[config.mk]
export PLATFORM = sky130hd
export DESIGN_NAME = clb_dev_flat
export DESIGN_NICKNAME = d
export VERILOG_FILES = /design/src/logic/clb_pkg.sv /design/src/logic/clb_bus_if.sv /design/src/logic/clb_dev.sv /design/src/flat_wrapper.sv
export SDC_FILE = /design/constraint.sdc
export NUM_CORES = 1
export LEC_CHECK = 0
export BUFFER_PORTS_ARGS = -buffer_cell sky130_fd_sc_hd__buf_2
export CAP_MARGIN = 40
export CELL_PAD_IN_SITES_DETAIL_PLACEMENT = 2
export CELL_PAD_IN_SITES_GLOBAL_PLACEMENT = 2
export CORE_MARGIN = 1
export CORE_UTILIZATION = 31
export CTS_CLUSTER_SIZE = 16
export DETAILED_ROUTE_END_ITERATION = 8
export GPL_TIMING_DRIVEN = 0
export PLACE_DENSITY = 0.84
export SYNTH_ARGS = -nofsm -noshare
export SYNTH_HDL_FRONTEND = slang
export SYNTH_SLANG_ARGS = --single-unit
[constraint.sdc]
create_clock -name clk_sys_i -period 5.8 [get_ports clk_sys_i]
set_input_delay 0 -clock clk_sys_i [delete_from_list [all_inputs] [get_ports clk_sys_i]]
set_output_delay 0 -clock clk_sys_i [all_outputs]
set_load 0.02 [all_outputs]
[src/logic/clb_pkg.sv]
package clb_pkg;
    localparam int CLB_AW = 30;
    localparam int CLB_DW = 32;
    localparam int CLB_BW = 4;
    localparam int CLB_INV_LO = 2;
    localparam logic [2:0] CLB_CYC_INTA = 3'h0;
    localparam logic [2:0] CLB_CYC_IO_RD = 3'h2;
    localparam logic [2:0] CLB_CYC_IO_WR = 3'h3;
    localparam logic [2:0] CLB_CYC_CODE_RD = 3'h4;
    localparam logic [2:0] CLB_CYC_MEM_RD = 3'h6;
    localparam logic [2:0] CLB_CYC_MEM_WR = 3'h7;
    localparam logic [2:0] CLB_CYC_RST = 3'h6;
    localparam logic [3:0] CLB_BE_RST = 4'hF;
    localparam logic [3:0] CLB_BE_ALL = 4'h0;
    localparam logic [2:0] CLB_CYC_SPECIAL = 3'h1;
    localparam logic [3:0] CLB_LANES_RST = 4'h0;
    localparam logic [27:0] CLB_INV_ADDR_RST = 28'h0;
    localparam logic [2:0] CLB_SYNC_RST = 3'h0;
    localparam logic [29:0] CLB_ADDR_RST = 30'h0;
    localparam logic [31:0] CLB_DATA_RST = 32'h0;
    typedef enum logic [1:0] {
        CLB_IDLE,
        CLB_ADDR,
        CLB_DATA
    } clb_state_t;
endpackage

[src/logic/clb_bus_if.sv]
`timescale 1ns/1ps
interface clb_bus_if;
    import clb_pkg::*;
    logic address_strobe_n;
    logic mem_or_io_select;
    logic data_or_code_select;
    logic write_or_read_select;
    logic [3:0] byte_lane_enable_n;
    logic byte_lane_enable_oe;
    logic [29:0] word_address_out;
    logic word_address_oe;
    logic [27:0] inval_address_in;
    logic inval_address_oe;
    logic inval_strobe;
    logic [31:0] data_dev_out;
    logic data_dev_oe;
    logic [31:0] data_ext_out;
    logic data_ext_oe;
    logic ready_n;
    logic bus_hold;
    logic addr_hold;
    modport dev (
        output address_strobe_n, mem_or_io_select, data_or_code_select,
        output write_or_read_select, byte_lane_enable_n,
        output byte_lane_enable_oe, word_address_out, word_address_oe,
        output data_dev_out, data_dev_oe,
        input inval_address_in, inval_address_oe, inval_strobe,
        input data_ext_out, data_ext_oe, ready_n, bus_hold, addr_hold
    );
    modport ext (
        input address_strobe_n, mem_or_io_select, data_or_code_select,
        input write_or_read_select, byte_lane_enable_n,
        input byte_lane_enable_oe, word_address_out, word_address_oe,
        input data_dev_out, data_dev_oe,
        output inval_address_in, inval_address_oe, inval_strobe,
        output data_ext_out, data_ext_oe, ready_n, bus_hold, addr_hold
    );
endinterface

[src/logic/clb_dev.sv]
`timescale 1ns/1ps
// Behaviour
// - everything on rising clk_sys_i edge
// - word address plus byte enables locate access
// - address undriven during bus/address hold, between cycles only
// - external drives upper address for invalidation
// - first cache fill transfer: all lanes
// - byte enables low active, undriven in hold between cycles
// - enable n governs data byte n
// - bits 7:0 least, 31:24 most significant
// - write data driven from second clock on
// - cycle definition valid with address strobe
// - three lines encode type, zero is inta
module clb_dev
    import clb_pkg::*;
(
    input wire logic clk_sys_i,
    input wire logic rst_n_i,
    clb_bus_if.dev bus,
    input wire logic req_i,
    input wire logic [2:0] req_cycle_i,
    input wire logic [29:0] req_addr_i,
    input wire logic [3:0] req_be_n_i,
    input wire logic req_fill_i,
    input wire logic [31:0] req_wdata_i,
    output logic req_ready_o,
    output logic done_o,
    output logic [31:0] rdata_o,
    output logic inval_valid_o,
    output logic [27:0] inval_addr_o
);
    clb_state_t state_ff, nxt_state;
    logic [2:0] cyc_ff, nxt_cyc;
    logic [29:0] addr_ff, nxt_addr;
    logic [3:0] be_ff, nxt_be;
    logic [31:0] wdata_ff, nxt_wdata;
    logic [31:0] rdata_ff, nxt_rdata;
    logic done_ff, nxt_done;
    logic inval_ff, nxt_inval;
    logic [27:0] inval_addr_ff, nxt_inval_addr;
    logic [2:0] hold_sync_ff, nxt_hold_sync;
    logic hold_q_ff, nxt_hold_q;
    logic active;
    logic is_write;
    logic take_req;
    logic end_cyc;
    logic [3:0] lane_take;

    // special cycles carry the write bit yet move no data
    function automatic logic writes_data(input logic [2:0] cyc);
        writes_data = cyc[0] && (cyc != CLB_CYC_SPECIAL);
    endfunction

    assign is_write = writes_data(cyc_ff);
    assign active = (state_ff != CLB_IDLE);
    assign req_ready_o = (state_ff == CLB_IDLE) && !hold_q_ff;
    assign take_req = req_i && req_ready_o;
    assign end_cyc = (state_ff == CLB_DATA) && !bus.ready_n;

    // a lane is read only while enabled and driven by the far end
    for (genvar g = 0; g < CLB_BW; g++) begin : g_lane
        assign lane_take[g] = !be_ff[g] && !is_write && bus.data_ext_oe;
    end

    // hold pins are asynchronous to us: three stages, second and third agree
    always_comb begin
        nxt_hold_sync = {hold_sync_ff[1:0], bus.bus_hold | bus.addr_hold};
        nxt_hold_q = hold_q_ff;
        if (hold_sync_ff[2] == hold_sync_ff[1]) begin
            nxt_hold_q = hold_sync_ff[2];
        end
    end

    always_ff @(posedge clk_sys_i or negedge rst_n_i) begin
        if (!rst_n_i) begin
            hold_sync_ff <= CLB_SYNC_RST;
            hold_q_ff <= 1'b0;
        end else begin
            hold_sync_ff <= nxt_hold_sync;
            hold_q_ff <= nxt_hold_q;
        end
    end

    // address, enables and type reload only between cycles
    always_comb begin
        nxt_cyc = cyc_ff;
        nxt_addr = addr_ff;
        nxt_be = be_ff;
        nxt_wdata = wdata_ff;
        if (take_req) begin
            nxt_cyc = req_cycle_i;
            nxt_addr = req_addr_i;
            // far end treats a fill's first transfer as all lanes
            nxt_be = req_fill_i ? CLB_BE_ALL : req_be_n_i;
            // reads keep the old word: no needless toggling
            if (writes_data(req_cycle_i)) begin
                nxt_wdata = req_wdata_i;
            end
        end
    end

    always_ff @(posedge clk_sys_i or negedge rst_n_i) begin
        if (!rst_n_i) begin
            cyc_ff <= CLB_CYC_RST;
            addr_ff <= CLB_ADDR_RST;
            be_ff <= CLB_BE_RST;
            wdata_ff <= CLB_DATA_RST;
        end else begin
            cyc_ff <= nxt_cyc;
            addr_ff <= nxt_addr;
            be_ff <= nxt_be;
            wdata_ff <= nxt_wdata;
        end
    end

    // one address clock, then data clocks until ready
    always_comb begin
        nxt_state = state_ff;
        nxt_done = 1'b0;
        unique case (state_ff)
            CLB_IDLE: begin
                if (take_req) begin
                    nxt_state = CLB_ADDR;
                end
            end
            CLB_ADDR: begin
                nxt_state = CLB_DATA;
            end
            CLB_DATA: begin
                // address, enables and type stay put until ready
                if (end_cyc) begin
                    nxt_state = CLB_IDLE;
                    nxt_done = 1'b1;
                end
            end
            default: begin
                nxt_state = CLB_IDLE;
            end
        endcase
    end

    // done_o pulses for the one clock after ready is seen
    always_ff @(posedge clk_sys_i or negedge rst_n_i) begin
        if (!rst_n_i) begin
            state_ff <= CLB_IDLE;
            done_ff <= 1'b0;
        end else begin
            state_ff <= nxt_state;
            done_ff <= nxt_done;
        end
    end

    // lanes copied only in the clock that ends a read
    always_comb begin
        nxt_rdata = rdata_ff;
        if (end_cyc) begin
            for (int i = 0; i < CLB_BW; i++) begin
                if (lane_take[i]) begin
                    nxt_rdata[8*i +: 8] = bus.data_ext_out[8*i +: 8];
                end
            end
        end
    end

    always_ff @(posedge clk_sys_i or negedge rst_n_i) begin
        if (!rst_n_i) begin
            rdata_ff <= CLB_DATA_RST;
        end else begin
            rdata_ff <= nxt_rdata;
        end
    end

    // invalidation address taken when external logic strobes it
    always_comb begin
        nxt_inval = 1'b0;
        nxt_inval_addr = inval_addr_ff;
        if (bus.inval_strobe && bus.inval_address_oe
                && !bus.word_address_oe) begin
            nxt_inval = 1'b1;
            nxt_inval_addr = bus.inval_address_in;
        end
    end

    always_ff @(posedge clk_sys_i or negedge rst_n_i) begin
        if (!rst_n_i) begin
            inval_ff <= 1'b0;
            inval_addr_ff <= CLB_INV_ADDR_RST;
        end else begin
            inval_ff <= nxt_inval;
            inval_addr_ff <= nxt_inval_addr;
        end
    end

    assign bus.address_strobe_n = !(state_ff == CLB_ADDR);
    assign bus.mem_or_io_select = cyc_ff[2];
    assign bus.data_or_code_select = cyc_ff[1];
    assign bus.write_or_read_select = cyc_ff[0];
    assign bus.word_address_out = addr_ff;
    // hold only honoured between cycles, so a cycle is never torn
    assign bus.word_address_oe = active || !hold_q_ff;
    assign bus.byte_lane_enable_n = be_ff;
    assign bus.byte_lane_enable_oe = active || !hold_q_ff;
    assign bus.data_dev_out = wdata_ff;
    assign bus.data_dev_oe = (state_ff == CLB_DATA) && is_write;
    assign done_o = done_ff;
    assign rdata_o = rdata_ff;
    assign inval_valid_o = inval_ff;
    assign inval_addr_o = inval_addr_ff;
endmodule

[src/flat_wrapper.sv]
// flat-port wrapper written by rule: the top's interface ports become plain ports
module clb_dev_flat import clb_pkg::*;
  (clk_sys_i, rst_n_i, req_i, req_cycle_i, req_addr_i, req_be_n_i, req_fill_i, req_wdata_i, req_ready_o, done_o, rdata_o, inval_valid_o, inval_addr_o, bus_address_strobe_n, bus_mem_or_io_select, bus_data_or_code_select, bus_write_or_read_select, bus_byte_lane_enable_n, bus_byte_lane_enable_oe, bus_word_address_out, bus_word_address_oe, bus_data_dev_out, bus_data_dev_oe, bus_inval_address_in, bus_inval_address_oe, bus_inval_strobe, bus_data_ext_out, bus_data_ext_oe, bus_ready_n, bus_bus_hold, bus_addr_hold);
  clb_bus_if bus_i ();
  input wire logic clk_sys_i;
  input wire logic rst_n_i;
  input wire logic req_i;
  input wire logic [2:0] req_cycle_i;
  input wire logic [29:0] req_addr_i;
  input wire logic [3:0] req_be_n_i;
  input wire logic req_fill_i;
  input wire logic [31:0] req_wdata_i;
  output logic req_ready_o;
  output logic done_o;
  output logic [31:0] rdata_o;
  output logic inval_valid_o;
  output logic [27:0] inval_addr_o;
  output wire logic [$bits(bus_i.address_strobe_n)-1:0] bus_address_strobe_n;
  output wire logic [$bits(bus_i.mem_or_io_select)-1:0] bus_mem_or_io_select;
  output wire logic [$bits(bus_i.data_or_code_select)-1:0] bus_data_or_code_select;
  output wire logic [$bits(bus_i.write_or_read_select)-1:0] bus_write_or_read_select;
  output wire logic [$bits(bus_i.byte_lane_enable_n)-1:0] bus_byte_lane_enable_n;
  output wire logic [$bits(bus_i.byte_lane_enable_oe)-1:0] bus_byte_lane_enable_oe;
  output wire logic [$bits(bus_i.word_address_out)-1:0] bus_word_address_out;
  output wire logic [$bits(bus_i.word_address_oe)-1:0] bus_word_address_oe;
  output wire logic [$bits(bus_i.data_dev_out)-1:0] bus_data_dev_out;
  output wire logic [$bits(bus_i.data_dev_oe)-1:0] bus_data_dev_oe;
  input wire logic [$bits(bus_i.inval_address_in)-1:0] bus_inval_address_in;
  input wire logic [$bits(bus_i.inval_address_oe)-1:0] bus_inval_address_oe;
  input wire logic [$bits(bus_i.inval_strobe)-1:0] bus_inval_strobe;
  input wire logic [$bits(bus_i.data_ext_out)-1:0] bus_data_ext_out;
  input wire logic [$bits(bus_i.data_ext_oe)-1:0] bus_data_ext_oe;
  input wire logic [$bits(bus_i.ready_n)-1:0] bus_ready_n;
  input wire logic [$bits(bus_i.bus_hold)-1:0] bus_bus_hold;
  input wire logic [$bits(bus_i.addr_hold)-1:0] bus_addr_hold;
  assign bus_address_strobe_n = bus_i.address_strobe_n;
  assign bus_mem_or_io_select = bus_i.mem_or_io_select;
  assign bus_data_or_code_select = bus_i.data_or_code_select;
  assign bus_write_or_read_select = bus_i.write_or_read_select;
  assign bus_byte_lane_enable_n = bus_i.byte_lane_enable_n;
  assign bus_byte_lane_enable_oe = bus_i.byte_lane_enable_oe;
  assign bus_word_address_out = bus_i.word_address_out;
  assign bus_word_address_oe = bus_i.word_address_oe;
  assign bus_data_dev_out = bus_i.data_dev_out;
  assign bus_data_dev_oe = bus_i.data_dev_oe;
  assign bus_i.inval_address_in = bus_inval_address_in;
  assign bus_i.inval_address_oe = bus_inval_address_oe;
  assign bus_i.inval_strobe = bus_inval_strobe;
  assign bus_i.data_ext_out = bus_data_ext_out;
  assign bus_i.data_ext_oe = bus_data_ext_oe;
  assign bus_i.ready_n = bus_ready_n;
  assign bus_i.bus_hold = bus_bus_hold;
  assign bus_i.addr_hold = bus_addr_hold;
  clb_dev u_core (.clk_sys_i(clk_sys_i), .rst_n_i(rst_n_i), .bus(bus_i), .req_i(req_i), .req_cycle_i(req_cycle_i), .req_addr_i(req_addr_i), .req_be_n_i(req_be_n_i), .req_fill_i(req_fill_i), .req_wdata_i(req_wdata_i), .req_ready_o(req_ready_o), .done_o(done_o), .rdata_o(rdata_o), .inval_valid_o(inval_valid_o), .inval_addr_o(inval_addr_o));
endmodule
==> key figures, run 1 <==
Timing
  – Slew Limit Fails: 0
  – Skew final: 0.01243 ns
  – Final worst setup slack: 3.729 ns
  – Final-report hold violation count: 0
  – Worst hold slack: 0.2406 ns
  – Final setup TNS: 0 ns
  – Worst-margin pin slew: 0.7842 ns
  – F_max: 0.4829 GHz
  – RSZ-0062 raised after global routing: false
  – Tmin final: 2.071 ns
  – Slew margin rel.: 47.72%
  – Fin crit share: 35.70%
  – Final setup fails: 0

Floorplanning
  – Die area: 0.01761 sq mm
  – Core area: 0.01664 sq mm
  – Initial Utilization: 31.82%
  – Die height: 132.7 um
  – Die width: 132.7 um
  – Site Rows: 47
  – I/O Pins: 275

Detailed routing
  – Total wire length: 21590 um
  – Post-route DRC violation count: 0
  – Wire per inst: 22.19 um
  – TritonRoute pass-1 iters: 4
  – Via Count: 4412
  – Antenna Violating Nets Remaining: 0
  – Detailed Route Iter0 Violations: 100
  – Vias/cell: 4.534

Placement
  – Placed Instances: 803
  – Routability cong.: 0.7420
  – Area after DPL: 0.006975 sq mm
  – Pre-CTS WS: 3.731 ns
  – DP Wirelength: 12430 um
  – I/O Buffers: 274

Setup path
  – CP peak stage delay: 0.53 ns
  – Worst path cell trace: or4b_1, buf_2, nor2_8, buf_12, mux2_4
  – Crit path launch type: register
  – Flop-to-flop setup slack: 3.73 ns
  – Crit path capture type: register
  – Crit Path Max Fanout: 10
  – Required @ worst endpoint: 6.10 ns
  – Setup CP Type: reg -> reg
  – Worst R2R Path Depth: 5
  – WP data arrival: 2.37 ns
  – Critical Path Start: u_core.state_ff[0]$_DFFE_PN0P_
  – Reg2reg end: u_core.bus.data_dev_out[9]$_DFFE_PN0P_
  – CP max stage cell: or4b_1
  – Origin of the critical flop-to-flop path: u_core.state_ff[0]$_DFFE_PN0P_
  – Worst setup endpoint: u_core.bus.data_dev_out[9]$_DFFE_PN0P_

Clock tree
  – Worst skew pair latency: 0.42 ns
  – Root buffer cell: clkbuf_16
  – # Post-CTS Setup Buffers: 0
  – CTS Buf Count: 17
  – H-Tree Depth: 4
  – Post-cts resize count: 0
  – Clk sink count: 137
  – CTS clk-pin slew, worst paths: 0.06 ns
  – CTS tree: built
  – # hold bufs at CTS: 137
  – Clock tree buffer depth: 2

Power
  – Leakage power: 4.402 nW
  – Worst VDD drop: 0.0002031 V
  – Total power: 3.741 mW
  – Power density over the cells: 419.8 mW/mm^2

Synthesis
  – Simple logic cell fraction of the synthesized area: 3.450%
  – YS warnings: 0
  – Synth Area per Inst: 17.19 sq um
  – Post-synthesis xor/xnor area fraction: 0%
  – Largest family of logic cells by synthesized area: multiplexers
  – Synth Register Bits: 137
  – Post-Synthesis Cell Area: 0.005295 sq mm
  – Complex-gate fraction of the synthesized area: 0.6144%
  – Cells after synthesis: 308
  – Synthesized Nets: 447
  – Mux share of post-synthesis cell area: 28.71%
  – Post-synthesis adder-cell area fraction: 0.1890%
  – Post-synthesis sequential area ratio: 64.89%
  – Netlist cell types: 26

Min path
  – Hold Crit Class: in -> async

Flow run
  – Max Cap Viol: 0

Finish
  – Filler cells: 1557
  – Area occupied by multi-input gates: 0.001745 sq mm
  – Design area: 0.008911 sq mm
  – Final Net Count: 878
  – Final Core Density: 53.54%
  – Commonest non-fill, non-tap cell in the layout: buf_2
  – Storage cell area: 0.003436 sq mm
  – P&R area growth vs syn: 68.29%
  – Most frequent cells in the layout: buf_2, dlygate4sd3_1, dfrtp_1, mux2_2, mux2_4
  – Final Non-Filler Cells: 973
  – Share of cells above drive strength 1: 58.78%

Global route
  – Antenna violations before repair: 2
  – GR Util All Layers: 25.74%
  – Overflow after GRT: 0
  – Largest net degree at the start of global routing: 82
  – Vias in the first global route: 5507
  – First-pass GRT wire length: 33090 um

Run status
  – Status: complete, no violations
-- worst max-delay path: cells and delay by family, from the launching register on --
kind,cells,cell delay [ns]
and+or+nand+nor,2,0.76
DFF,1,0.47
buffers and inverters,2,0.41
muxes,1,0.31
-- cell usage after synthesis (all sizes together) --
master   count  area share, %
and3b        1           0.17
and4         1           0.17
buf         11            1.9
clkbuf       2           0.14
dfrtp      131             62
dfstp        6            3.0
inv          1          0.071
maj3         1           0.19
mux2       125             29
nand2        6           0.43
nand2b       5           0.59
nand3b       1           0.14
nand4bb      1           0.21
nor2         2           0.45
nor3         5           0.85
nor3b        1           0.14
o21a         1           0.14
o21ai        5           0.47
or2          1           0.12
or4b         1           0.19
-- worst min path at each step --
| stage | start | end | slack (ns) | cells after the start |
|---|---|---|---|---|
| 2_1_floorplan | rst_n_i | u_core.bus.data_dev_out[0]$_DFFE_PN0P_ | -0.30 | 0 |
| 3_3_place_gp | bus_bus_hold | u_core.hold_sync_ff[0]$_DFF_PN0_ | 0.20 | 2 |
| 3_5_place_dp | rst_n_i | u_core.bus.data_dev_out[27]$_DFFE_PN0P_ | 0.10 | 1 |
| 4_1_cts | rst_n_i | u_core.bus.data_dev_out[27]$_DFFE_PN0P_ | 0.22 | 2 |
| 5_1_grt | rst_n_i | u_core.bus.data_dev_out[9]$_DFFE_PN0P_ | 0.27 | 2 |
| 6_report | rst_n_i | u_core.bus.data_dev_out[1]$_DFFE_PN0P_ | 0.24 | 2 |
-- cells by family after synthesis --
group / count (synthesis)
AO/OA/AOI/OAI: 6
adder cells (fa/ha/maj): 1
buffers and inverters: 14
flip-flops: 137
multiplexers: 125
AND/OR/NAND/NOR: 25
-- routing by layer --
| layer | GRT usage, % | wire length, um | share of wire [%] | vias up |
|---|---|---|---|---|
| met5 | 0 | 10 | 0.046 | - |
| met1 | 24.93 | 7430 | 34 | 2209 |
| met4 | 12.20 | 720 | 3.3 | 2 |
| li1 | - | - | - | 1946 |
| met3 | 6.398 | 1119 | 5.2 | 42 |
| met2 | 50.38 | 12310 | 57 | 213 |
-- where the power goes --
part	internal, mW	leakage [nW]	switching (mW)
clock	0.602	0.265	0.445
sequential	1.25	1.66	0.195
combinational	0.534	2.48	0.714
total	2.39	4.40	1.35
-- registers in the layout (all words and copies together) (netlist names) --
name                           flops
u_core.hold_q_ff                   1
u_core.bus.data_dev_out           32
u_core.inval_addr_o               28
u_core.hold_sync_ff                3
u_core.bus.word_address_out       30
u_core.done_o                      1
u_core.bus.byte_lane_enable_n      4
u_core.state_ff                    2
u_core.rdata_o                    32
u_core.cyc_ff                      3
u_core.inval_valid_o               1
-- cell type report --
cell class	count	area share (%)
clock buffers	18	4.928
flip-flops and latches	137	38.56
well taps	220	3.089
clock inverters	14	1.376
diodes	1	0.02808
multi-input cells	157	19.59
inverters	1	0.04212
repair buffers	412	31.16
plain buffers	13	1.236
Power figures use the tool's default switching activity.
==> run 2: changes to the inputs <==
--- a/config.mk
+++ b/config.mk
@@ -10,11 +10,11 @@
 export CELL_PAD_IN_SITES_DETAIL_PLACEMENT = 2
 export CELL_PAD_IN_SITES_GLOBAL_PLACEMENT = 2
 export CORE_MARGIN = 1
-export CORE_UTILIZATION = 31
+export CORE_UTILIZATION = 29
 export CTS_CLUSTER_SIZE = 16
 export DETAILED_ROUTE_END_ITERATION = 8
 export GPL_TIMING_DRIVEN = 0
-export PLACE_DENSITY = 0.84
+export PLACE_DENSITY = 0.8
 export SYNTH_ARGS = -nofsm -noshare
 export SYNTH_HDL_FRONTEND = slang
 export SYNTH_SLANG_ARGS = --single-unit
==> constraint.sdc (replaced) <==
create_clock -name clk_sys_i -period 2 [get_ports clk_sys_i]
set_input_delay 0 -clock clk_sys_i [delete_from_list [all_inputs] [get_ports clk_sys_i]]
set_output_delay 0 -clock clk_sys_i [all_outputs]
set_load 0.02 [all_outputs]
==> key figures, run 2 (synthesis results as in run 1) <==
Finish
  – Design area: 0.009082 sq mm
  – Final Core Density: 50.73%
  – P&R area growth vs syn: 71.53%
  – Storage cell area: 0.003438 sq mm
  – Final Net Count: 881
  – Filler cells: 1691
  – Commonest non-fill, non-tap cell in the layout: buf_2
  – Share of cells above drive strength 1: 59.15%
  – Most frequent cells in the layout: buf_2, dlygate4sd3_1, dfrtp_1, mux2_2, mux2_4
  – Area occupied by multi-input gates: 0.001775 sq mm

Timing
  – Skew final: 0.01064 ns
  – Fin crit share: 100.4%
  – Final setup TNS: -0.01073 ns
  – RSZ-0062 raised after global routing: true
  – Final worst setup slack: -0.007382 ns
  – Final setup fails: 2
  – Tmin final: 2.007 ns
  – Slew Limit Fails: 0
  – Final-report hold violation count: 0
  – F_max: 0.4982 GHz
  – Slew margin rel.: 48.25%
  – Worst-margin pin slew: 0.7763 ns

Power
  – Worst VDD drop: 0.0005983 V
  – Switching part of the total: 34.23%
  – Seq pwr share: 37.2%
  – Switch Pwr: 3.848 mW
  – Power density over the cells: 1237 mW/mm^2
  – Internal power: 7.392 mW
  – Combinational share of power: 32.1%
  – Leakage power: 4.452 nW
  – Total power: 11.24 mW
  – Clock power frac: 30.7%

Setup path
  – Worst path cell trace: or4b_4, buf_6, nor2_8, buf_12, mux2_4
  – Crit path capture type: register
  – Setup CP Type: reg -> reg
  – CP peak stage delay: 0.55 ns
  – CP delay by family, top: simple AND/OR/NAND/NOR gates
  – Crit path launch type: register
  – Required @ worst endpoint: 2.30 ns
  – Flop-to-flop setup slack: -0.007 ns
  – Crit Path Max Fanout: 10
  – Worst R2R Path Depth: 5
  – Origin of the critical flop-to-flop path: u_core.state_ff[0]$_DFFE_PN0P_
  – CP max stage cell: or4b_4
  – Worst Path Buf+Inv: 2
  – Reg2reg end: u_core.bus.data_dev_out[19]$_DFFE_PN0P_
  – WP data arrival: 2.30 ns

Floorplanning
  – Site Rows: 49
  – Die width: 137.1 um
  – I/O Pins: 275
  – Core area: 0.01790 sq mm
  – Die area: 0.01880 sq mm
  – Die height: 137.1 um
  – Initial Utilization: 29.58%

Clock tree
  – Root buffer cell: clkbuf_16
  – Clk sink count: 137
  – CTS Buf Count: 17
  – CTS tree: built
  – Clock tree buffer depth: 2
  – CTS clk-pin slew, worst paths: 0.06 ns
  – Worst skew pair latency: 0.41 ns
  – H-Tree Depth: 4

Detailed routing
  – Antenna Violating Nets Remaining: 0
  – Vias/cell: 4.455
  – Wire per inst: 21.43 um
  – Post-route DRC violation count: 0
  – Total wire length: 21130 um
  – Detailed Route Iter0 Violations: 92
  – Via Count: 4393
  – Top layer in use: met4
  – TritonRoute pass-1 iters: 4
  – Met1 wire length: 7557 um
  – Metal2 WL: 11920 um
  – Met3 routed WL: 1229 um

Run status
  – Status: finished, violations left
  – Failing checks: setup timing

Placement
  – Routability cong.: 0.7000
  – I/O Buffers: 274
  – DP Wirelength: 11880 um
  – Area after DPL: 0.006987 sq mm

Min path
  – Hold Crit Class: in -> async

Global route
  – Antenna violations before repair: 2
  – GR Util All Layers: 22.54%
  – First-pass GRT wire length: 30560 um
  – Overflow after GRT: 0
  – Largest net degree at the start of global routing: 79
  – Vias in the first global route: 5289

Flow run
  – Max Cap Viol: 0
-- run 2: cell count changes in the layout (fill, tap and decap cells not counted), moves of 3 or more --
cell and delta:
bufinv_16 +4, nor3_2 -4, nor3_4 +4, buf_2 -3
inv_6 -3
-- run 2: power by group through the flow --
stage / Sequential (mW) / Combinational [mW] / Clock [mW]
floorplan: 5.12 / 0.889 / 0
global placement: 4.05 / 3.17 / 0
detailed placement: 4.14 / 3.28 / 0
CTS: 4.11 / 3.51 / 3.50
global route: 4.27 / 3.82 / 3.63
finish: 4.18 / 3.61 / 3.45
-- run 2: cell type report --
cell class              count  area share (%)
inverters                   1         0.04133
diodes                      3         0.08266
plain buffers              13           1.336
well taps                 229           3.155
clock inverters            12           2.204
flip-flops and latches    137           37.86
repair buffers            415           31.01
clock buffers              19           4.766
multi-input cells         157           19.55
-- run 2: worst reg2reg max path: stages, from the launching register on --
cell,delay [ns]
dfrtp_2,0.46
or4b_4,0.55
buf_6,0.17
nor2_8,0.21
buf_12,0.18
mux2_4,0.33
-- run 2: metrics by stage --
| step | instances | worst slack [ns] | hold WS [ns] |
|---|---|---|---|
| floorplan | 308 | 0.1489 | -0.2956 |
| global placement | 811 | -0.8685 | 0.1983 |
| detailed placement | 812 | -0.04100 | 0.09464 |
| CTS | 981 | 0.01954 | 0.2276 |
| global route | 985 | -0.05471 | 0.2264 |
| finish | 986 | -0.007382 | 0.1902 |
-- run 2: repair_timing --
action,in CTS,in global routing
buffers inserted,1,1
cloned,0,1
gates resized for setup,3,9
hold endpoints to repair,207,0
hold buffers,137,0
pin swaps,1,1
endpoints found under the setup margin,33,69
-- run 2: worst max path at each step --
| stage | start | endpoint | slack (ns) | cells after the start |
|---|---|---|---|---|
| after CTS | u_core.state_ff[0]$_DFFE_PN0P_ | u_core.bus.data_dev_out[23]$_DFFE_PN0P_ | 0.02 | 5 |
| after global routing | u_core.state_ff[0]$_DFFE_PN0P_ | u_core.bus.data_dev_out[19]$_DFFE_PN0P_ | -0.05 | 5 |
| after global placement | rst_n_i | u_core.rdata_o[26]$_DFFE_PN0P_ | -0.87 | 1 |
| after detailed placement | u_core.state_ff[0]$_DFFE_PN0P_ | u_core.bus.data_dev_out[23]$_DFFE_PN0P_ | -0.04 | 5 |
| after floorplan | u_core.state_ff[0]$_DFFE_PN0P_ | u_core.bus.data_dev_out[10]$_DFFE_PN0P_ | 0.15 | 5 |
| final | u_core.state_ff[0]$_DFFE_PN0P_ | u_core.bus.data_dev_out[19]$_DFFE_PN0P_ | -0.007 | 5 |
-- run 2: metal layers --
metal  vias up  GRT usage (%)
met5         -              0
met1      2219          23.02
met2       182          43.74
li1       1959              -
met4         0          8.547
met3        33          5.296
